$ cat config.mk
export PLATFORM = sky130hd
export DESIGN_NAME = twmts_seq
export DESIGN_NICKNAME = d
export VERILOG_FILES = /design/src/verilog/twmts_pkg.sv /design/src/verilog/twmts_tick.sv /design/src/verilog/twmts_seq.sv
export SDC_FILE = /design/constraint.sdc
export NUM_CORES = 1
export LEC_CHECK = 0
export BUFFER_PORTS_ARGS = -buffer_cell sky130_fd_sc_hd__buf_4
export CAP_MARGIN = 20
export CORE_MARGIN = 2
export CORE_UTILIZATION = 40
export CTS_CLUSTER_DIAMETER = 50
export DETAILED_ROUTE_END_ITERATION = 8
export PLACE_DENSITY = 0.57
export SLEW_MARGIN = 10
export SYNTH_ARGS = -nofsm -noshare
export SYNTH_HDL_FRONTEND = slang
export SYNTH_HIERARCHICAL = 1
export SYNTH_SLANG_ARGS = --single-unit
$ cat constraint.sdc
create_clock -name mclk -period 2.5 [get_ports mclk]
set_input_delay 0.5 -clock mclk [delete_from_list [all_inputs] [get_ports mclk]]
set_output_delay 0.5 -clock mclk [all_outputs]
set_load 0.01 [all_outputs]
$ cat src/verilog/twmts_pkg.sv
// Constants, carrier types and states of the two-wire master sequencer.
// Assumes a single 125 MHz clock and an open-drain two-wire bus outside.
package twmts_pkg;

  // ****************************************************************
  // Timing
  // ****************************************************************
  localparam int CLK_PERIOD_NS = 8;
  localparam int BIT_PERIOD_NS = 10000;
  localparam int QTR_CYC = BIT_PERIOD_NS / 4 / CLK_PERIOD_NS;

  // ****************************************************************
  // Status codes and masks
  // ****************************************************************
  localparam logic [7:0] CODE_MASK = 8'hf8;
  localparam logic [7:0] CODE_START = 8'h08;
  localparam logic [7:0] CODE_RESTART = 8'h10;
  localparam logic [7:0] ADDR_ACKED_CODE = 8'h18;
  localparam logic [7:0] CODE_ADDR_NACK = 8'h20;
  localparam logic [7:0] DATA_ACKED_CODE = 8'h28;
  localparam logic [7:0] CODE_DATA_NACK = 8'h30;
  localparam logic [7:0] CODE_RADDR_ACK = 8'h40;
  localparam logic [7:0] CODE_RADDR_NACK = 8'h48;
  localparam logic [7:0] CODE_RDATA_ACK = 8'h50;
  localparam logic [7:0] CODE_RDATA_NACK = 8'h58;
  localparam logic [7:0] CODE_IDLE = 8'hf8;
  localparam logic [7:0] DATA_RESET = 8'hff;
  localparam logic [3:0] ACK_BIT_IDX = 4'd8;
  localparam logic [1:0] Q_LAST = 2'd3;

  // ****************************************************************
  // Types
  // ****************************************************************
  typedef enum logic [2:0] {
    S_IDLE, S_WAIT, S_START, S_BYTE, S_STOP
  } twmts_state_t;

  typedef enum logic [1:0] {
    MASTER_SEND_MODE, MASTER_RECEIVE_MODE,
    SLAVE_SEND_MODE, SLAVE_RECEIVE_MODE
  } twmts_mode_t;

  // Value written to link_control_reg
  typedef struct packed {
    logic flag_clear;
    logic ack_en;
    logic start_req;
    logic stop_req;
    logic enable;
    logic [1:0] presc;
  } twmts_ctrl_t;

  // Open-drain pin: oe high pulls the line low
  typedef struct packed {
    logic scl_oe;
    logic sda_oe;
  } twmts_pins_t;

endpackage : twmts_pkg

$ cat src/verilog/twmts_tick.sv
// Quarter-bit enable divider for the two-wire sequencer.
// Assumes the caller holds run low whenever no bus phase is in progress.
module twmts_tick
  import twmts_pkg::*;
#(
  parameter int DIV = QTR_CYC
) (
  input wire logic mclk,
  input wire logic rst_b,
  input wire logic run,
  output logic tick
);

  if (DIV < 2) begin : g_bad_div
    $error("twmts_tick: DIV must be at least 2");
  end

  typedef struct packed {
    logic [15:0] cnt;
    logic tick;
  } twmts_tick_st_t;

  twmts_tick_st_t tick_reg, tick_next;

  always_comb begin
    tick_next = tick_reg;
    tick_next.tick = 1'b0;
    if (!run) begin
      tick_next.cnt = 16'h0000;
    end else if (tick_reg.cnt == 16'(DIV - 1)) begin
      tick_next.cnt = 16'h0000;
      tick_next.tick = 1'b1;
    end else begin
      tick_next.cnt = tick_reg.cnt + 16'h0001;
    end
  end

  always_ff @(posedge mclk or negedge rst_b) begin
    if (!rst_b) begin
      tick_reg <= '0;
    end else begin
      tick_reg <= tick_next;
    end
  end

  assign tick = tick_reg.tick;

endmodule // twmts_tick

$ cat src/verilog/twmts_seq.sv
// Two-wire master sequencer: control, data and status on plain ports,
// open-drain clock and data pins toward the bus.
// Assumes pin inputs are synchronous to mclk and software keeps the
// documented write order (data first, then control).
module twmts_seq
  import twmts_pkg::*;
#(
  parameter int QTR_DIV = QTR_CYC
) (
  input wire logic mclk,
  input wire logic rst_b,
  input wire logic ctrl_wr,
  input wire twmts_ctrl_t ctrl_wdata,
  input wire logic data_wr,
  input wire logic [7:0] data_wdata,
  input wire logic scl_in,
  input wire logic sda_in,
  output logic scl_out,
  output logic scl_oe,
  output logic sda_out,
  output logic sda_oe,
  output logic op_done,
  output logic write_collision,
  output logic [7:0] link_status_reg,
  output logic [7:0] link_data_reg,
  output twmts_mode_t mode
);

  if (QTR_DIV < 2) begin : g_bad_div
    $error("twmts_seq: QTR_DIV must be at least 2");
  end

  // ****************************************************************
  // Reset release
  // ****************************************************************
  logic rst_meta, rst_sync_b;

  always_ff @(posedge mclk or negedge rst_b) begin
    if (!rst_b) begin
      rst_meta <= 1'b0;
      rst_sync_b <= 1'b0;
    end else begin
      rst_meta <= 1'b1;
      rst_sync_b <= rst_meta;
    end
  end

  // ****************************************************************
  // State
  // ****************************************************************
  typedef struct packed {
    twmts_state_t st;
    twmts_mode_t mode;
    logic [1:0] q;
    logic [3:0] bitn;
    logic [7:0] sh;
    logic [7:0] data;
    logic [7:0] code;
    logic [1:0] presc;
    logic flag;
    logic wc;
    logic owned;
    logic addr_ph;
    logic dir_rd;
    logic rx;
    logic ack_en;
    logic ack_seen;
    logic enable;
    logic pend_start;
    twmts_pins_t pins;
  } twmts_st_t;

  twmts_st_t r, n;
  logic tick;

  twmts_tick #(
    .DIV(QTR_DIV)
  ) u_tick (
    .mclk(mclk),
    .rst_b(rst_sync_b),
    .run(r.st == S_START || r.st == S_BYTE || r.st == S_STOP),
    .tick(tick)
  );

  function automatic logic [7:0] end_code(logic addr, logic rd,
                                         logic rx, logic ack);
    if (addr && !rd) begin
      end_code = ack ? ADDR_ACKED_CODE : CODE_ADDR_NACK;
    end else if (addr) begin
      end_code = ack ? CODE_RADDR_ACK : CODE_RADDR_NACK;
    end else if (rx) begin
      end_code = ack ? CODE_RDATA_ACK : CODE_RDATA_NACK;
    end else begin
      end_code = ack ? DATA_ACKED_CODE : CODE_DATA_NACK;
    end
  endfunction

  // ****************************************************************
  // Next state
  // ****************************************************************
  always_comb begin
    n = r;
    // Data register only accepts writes while suspended
    if (data_wr) begin
      if (r.flag) begin
        n.data = data_wdata;
        n.wc = 1'b0;
      end else begin
        n.wc = 1'b1;
      end
    end
    unique case (r.st)
      S_IDLE: begin
        n.pins = '0;
        if (r.pend_start && r.enable && sda_in && scl_in) begin
          n.st = S_START;
          n.q = 2'd0;
          n.pend_start = 1'b0;
        end
      end
      S_WAIT: begin
        n.pins.scl_oe = 1'b1;
      end
      S_START: begin
        if (tick) begin
          n.q = r.q + 2'd1;
          unique case (r.q)
            2'd0: begin
              n.pins.sda_oe = 1'b0;
              n.pins.scl_oe = r.owned;
            end
            2'd1: n.pins.scl_oe = 1'b0;
            2'd2: begin
              if (scl_in) begin
                n.pins.sda_oe = 1'b1;
              end else begin
                n.q = r.q;
              end
            end
            2'd3: begin
              n.pins.scl_oe = 1'b1;
              n.flag = 1'b1;
              n.code = r.owned ? CODE_RESTART : CODE_START;
              n.owned = 1'b1;
              n.addr_ph = 1'b1;
              n.rx = 1'b0;
              n.st = S_WAIT;
            end
          endcase
        end
      end
      S_BYTE: begin
        if (tick) begin
          n.q = r.q + 2'd1;
          unique case (r.q)
            2'd0: begin
              if (r.bitn == ACK_BIT_IDX) begin
                n.pins.sda_oe = r.rx && r.ack_en;
              end else begin
                n.pins.sda_oe = !r.rx && !r.sh[7];
              end
            end
            2'd1: n.pins.scl_oe = 1'b0;
            2'd2: begin
              if (!scl_in) begin
                n.q = r.q;
              end else if (r.bitn == ACK_BIT_IDX) begin
                n.ack_seen = r.rx ? r.ack_en : !sda_in;
              end else begin
                n.sh = {r.sh[6:0], sda_in};
              end
            end
            2'd3: begin
              n.pins.scl_oe = 1'b1;
              if (r.bitn == ACK_BIT_IDX) begin
                // Whole byte and its acknowledge are done
                n.flag = 1'b1;
                n.code = end_code(r.addr_ph, r.dir_rd, r.rx, r.ack_seen);
                if (r.rx) begin
                  n.data = r.sh;
                end
                if (r.addr_ph) begin
                  n.rx = r.dir_rd && r.ack_seen;
                  n.mode = r.dir_rd ? MASTER_RECEIVE_MODE
                                    : MASTER_SEND_MODE;
                end
                n.addr_ph = 1'b0;
                n.st = S_WAIT;
              end else begin
                n.bitn = r.bitn + 4'd1;
              end
            end
          endcase
        end
      end
      S_STOP: begin
        if (tick) begin
          n.q = r.q + 2'd1;
          unique case (r.q)
            2'd0: begin
              n.pins.sda_oe = 1'b1;
              n.pins.scl_oe = 1'b1;
            end
            2'd1: n.pins.scl_oe = 1'b0;
            2'd2: begin
              if (scl_in) begin
                n.pins.sda_oe = 1'b0;
              end else begin
                n.q = r.q;
              end
            end
            2'd3: begin
              n.owned = 1'b0;
              n.st = S_IDLE;
            end
          endcase
        end
      end
      default: n.st = S_IDLE;
    endcase
    // Software action on the control register
    if (ctrl_wr) begin
      n.enable = ctrl_wdata.enable;
      n.ack_en = ctrl_wdata.ack_en;
      n.presc = ctrl_wdata.presc;
      if (!ctrl_wdata.enable) begin
        n.st = S_IDLE;
        n.flag = 1'b0;
        n.owned = 1'b0;
        n.pend_start = 1'b0;
        n.pins = '0;
        n.code = CODE_IDLE;
      end else if (ctrl_wdata.flag_clear && r.flag) begin
        n.flag = 1'b0;
        n.q = 2'd0;
        if (ctrl_wdata.stop_req) begin
          n.st = S_STOP;
          n.pend_start = ctrl_wdata.start_req;
        end else if (ctrl_wdata.start_req) begin
          n.st = S_START;
        end else begin
          n.st = S_BYTE;
          n.sh = r.data;
          n.bitn = 4'd0;
          if (r.addr_ph) begin
            n.dir_rd = r.data[0];
          end
        end
      end else if (ctrl_wdata.flag_clear && ctrl_wdata.start_req &&
                   r.st == S_IDLE) begin
        n.pend_start = 1'b1;
      end
    end
  end

  always_ff @(posedge mclk or negedge rst_sync_b) begin
    if (!rst_sync_b) begin
      r <= '{st: S_IDLE, mode: MASTER_SEND_MODE, code: CODE_IDLE,
             data: DATA_RESET, default: '0};
    end else begin
      r <= n;
    end
  end

  // ****************************************************************
  // Outputs
  // ****************************************************************
  assign scl_out = 1'b0;
  assign sda_out = 1'b0;
  assign scl_oe = r.pins.scl_oe;
  assign sda_oe = r.pins.sda_oe;
  assign op_done = r.flag;
  assign write_collision = r.wc;
  assign link_status_reg = {r.code[7:3], 1'b0, r.presc};
  assign link_data_reg = r.data;
  assign mode = r.mode;
endmodule // twmts_seq

==> results.yml <==
timing:
  rsz0062_at_grt: "no"
  relSlewSlack_pct: 65.41
  fmax_mhz: 515.3
  finalCriticalPeriod_ps: 1941
  setup_tns_ps: 0
  hold_violations: 0
  slew_viol_final: 0
  setup_viol: 0
  period_share_pct: 77.63
  clock_skew_ps: 7.037
  worstMarginPinSlew_ps: 517.1
final_layout:
  diodes: 0
  area_growth_pct: 13.85
  largest_reg_flops: 25
  nFillCells: 850
  final_nets: 417
  drive_gt1_share_pct: 23.10
  fin_cells: 502
clocking:
  cts-buffers-inserted: 9
  cts.clk_slew.worst_paths_ps: 80
  cts_resized: 0
  cts_root_buf: "clkbuf_8"
  cts_max_level: 3
  cts_tree: "yes"
  numClockSinks: 64
  worstSkewPairLatency_ps: 350
  clk_path_buf_depth: 2
power_and_ir_drop:
  p_per_area_nw_per_um2: 593.1
  p_switching_mw: 0.6659
  p_leak_nw: 1.830
  power.internal_mw: 1.719
  netSwitchingFraction_pct: 27.92
  comb_power_share_pct: 11.7
  p_clk_share_pct: 38.8
  peakVddDrop_mv: 0.2897
  seqPwrFrac_pct: 49.5
yosys:
  synth_ff_type: "dfrtp_1"
  async_reset_ff_share_pct: 100.0
  yosysSeqAreaShare_pct: 45.80
  synthTopCellsByCount: "51 x dfrtp_1, 37 x nor2_1, 34 x nand2_1, 23 x buf_4, 22 x a21oi_1"
  yosys-top-cells-area: "dfrtp_1 36%, dfstp_2 9.7%, mux2i_1 5.7%"
  synth_cell_types: 57
  ys_ff_latch: 64
  synth_top_cell_by_area: "dfrtp_1"
  yosysMostFrequentCell: "dfrtp_1"
  ys.warnings.count: 6
  synth_edf_count: 0
  avgSynthCellArea_um2: 9.677
  yosysTopAreaCellShare_pct: 36.13
  syn_area_um2: 3532
  postSynthCellCount: 365
placement:
  dp_hpwl_um: 5266
  portBuffers: 40
  dp_cells: 485
  gp_congestion: 0.8604
critical_path:
  cp-start-kind: "flip-flop"
  cp.required_ps: 2740
  cp-end-kind: "flip-flop"
  cp.arrival_ps: 2180
  critical_path_class: "flip-flop to flip-flop"
  cp_max_fo: 8
detailed_routing:
  routed_via_density: 5.269
  drt_iter0_markers: 106
  detail-route-antenna-nets: 0
  drc: 0
  wl_um: 7466
  wl_per_cell_um: 14.87
  drt_pass1_iterations: 4
  num_vias: 2645
die:
  core.rowCount: 34
  io_pins: 45
  die_h_um: 97.97
  die_width_um: 97.97
  start_util_pct: 40.90
  dieArea_um2: 9598
  core_um2: 8636
global_route:
  antenna_found_initial: 0
  grt_pass1_wl_um: 12700
  track_usage_pct: 16.45
  grt_max_degree: 50
  grt-ovfl-total: 0
  grt_pass1_vias: 2602
run_status:
  status: "completed"
min_path:
  min_path_type: "flip-flop to asynchronous set/reset pin"
run:
  maxCapViolations: 0
-- logic make-up after synthesis --
family                   Yosys count  share of synthesized area, %
AO/OA/AOI/OAI                     70                         12.22
XOR/XNOR                          16                         3.968
adder cells (fa/ha/maj)            7                         2.480
buffers and inverters             47                         7.581
flip-flops                        64                         45.80
multiplexers                      26                         7.580
other                              2                        0.2126
AND/OR/NAND/NOR                  133                         20.16
-- layer usage --
layer	GRT usage (%)	share of wire, %	wire length [µm]
met1	21.63	47	3483
met2	26.45	47	3527
met3	4.581	4.4	330
met4	5.235	1.6	123
met5	0	0	0
-- worst paths after layout --
path                                       from                            end  slack (ps)  cells past startpoint
min reg2reg                rst_sync_b$_DFF_PN0_  u_tick/tick_reg[13]$_DFF_PN0_         170                      0
min in group mclk                       data_wr    write_collision$_DFFE_PN0P_         330                      2
max in group asynchronous  rst_sync_b$_DFF_PN0_     link_data_reg[0]$_DFF_PN1_        1710                      1
min                        rst_sync_b$_DFF_PN0_  u_tick/tick_reg[13]$_DFF_PN0_         170                      0
max reg2reg                     r[42]$_DFF_PN0_                r[30]$_DFF_PN0_         560                      6
max                             r[42]$_DFF_PN0_                r[30]$_DFF_PN0_         560                      6
-- critical path, cell delays in order (launching register included) --
cell     delay [ps]
dfrtp_1         450
inv_1           130
ha_1            220
nand2_1         180
nor3_4          520
mux2i_1         250
o21ai_1          70
-- timing repair --
action	CTS	global route
hold buffers	1	0
endpoints found under the hold margin	2	0
setup buffers	0	0
-- metrics by stage --
stage	util, %	total power, mW	worst slack, ps	hold WS [ps]	instance area (µm²)
after floorplan	-	1.405	608.7	204.4	3543
after global placement	44.10	1.477	614.6	176.8	3809
after detailed placement	44.10	1.482	563.3	176.0	3809
after CTS	46.57	2.415	562.8	183.7	4021
after global routing	46.57	2.497	392.4	203.1	4021
final	46.57	2.385	559.2	169.9	4021
-- placed cells by master, fill, tap and decap left out, types with 9 or more instances in the layout --
master	Yosys	final
nand4_1	9	9
nand2_1	34	34
dfrtp_1	51	50
buf_4	23	44
inv_1	11	11
a21oi_1	22	22
nand3_1	10	10
o21ai_0	13	13
mux2i_1	20	20
xor2_1	9	9
nor2_1	37	37
clkbuf_8	0	9
dfstp_2	13	13
o21ai_1	9	9
-- power groups by stage --
stage | clock (mW) | sequential (mW) | combinational, mW
3_5_place_dp | 0 | 1.20 | 0.282
6_report | 0.926 | 1.18 | 0.280
2_1_floorplan | 0 | 1.18 | 0.222
4_1_cts | 0.951 | 1.18 | 0.283
5_1_grt | 0.993 | 1.19 | 0.312
3_3_place_gp | 0 | 1.20 | 0.278
-- cell type report --
| cell class | count | area (µm²) | share of cell area (%) |
|---|---|---|---|
| Tap cell | 108 | 135.1 | 3.360 |
| Clock inverter | 7 | 78.83 | 1.960 |
| Multi-Input combinational cell | 257 | 1663 | 41.35 |
| Inverter | 11 | 41.29 | 1.027 |
| Clock buffer | 9 | 123.9 | 3.080 |
| Sequential cell | 64 | 1619 | 40.26 |
| Timing Repair Buffer | 46 | 360.3 | 8.961 |
Power figures use the tool's default switching activity.
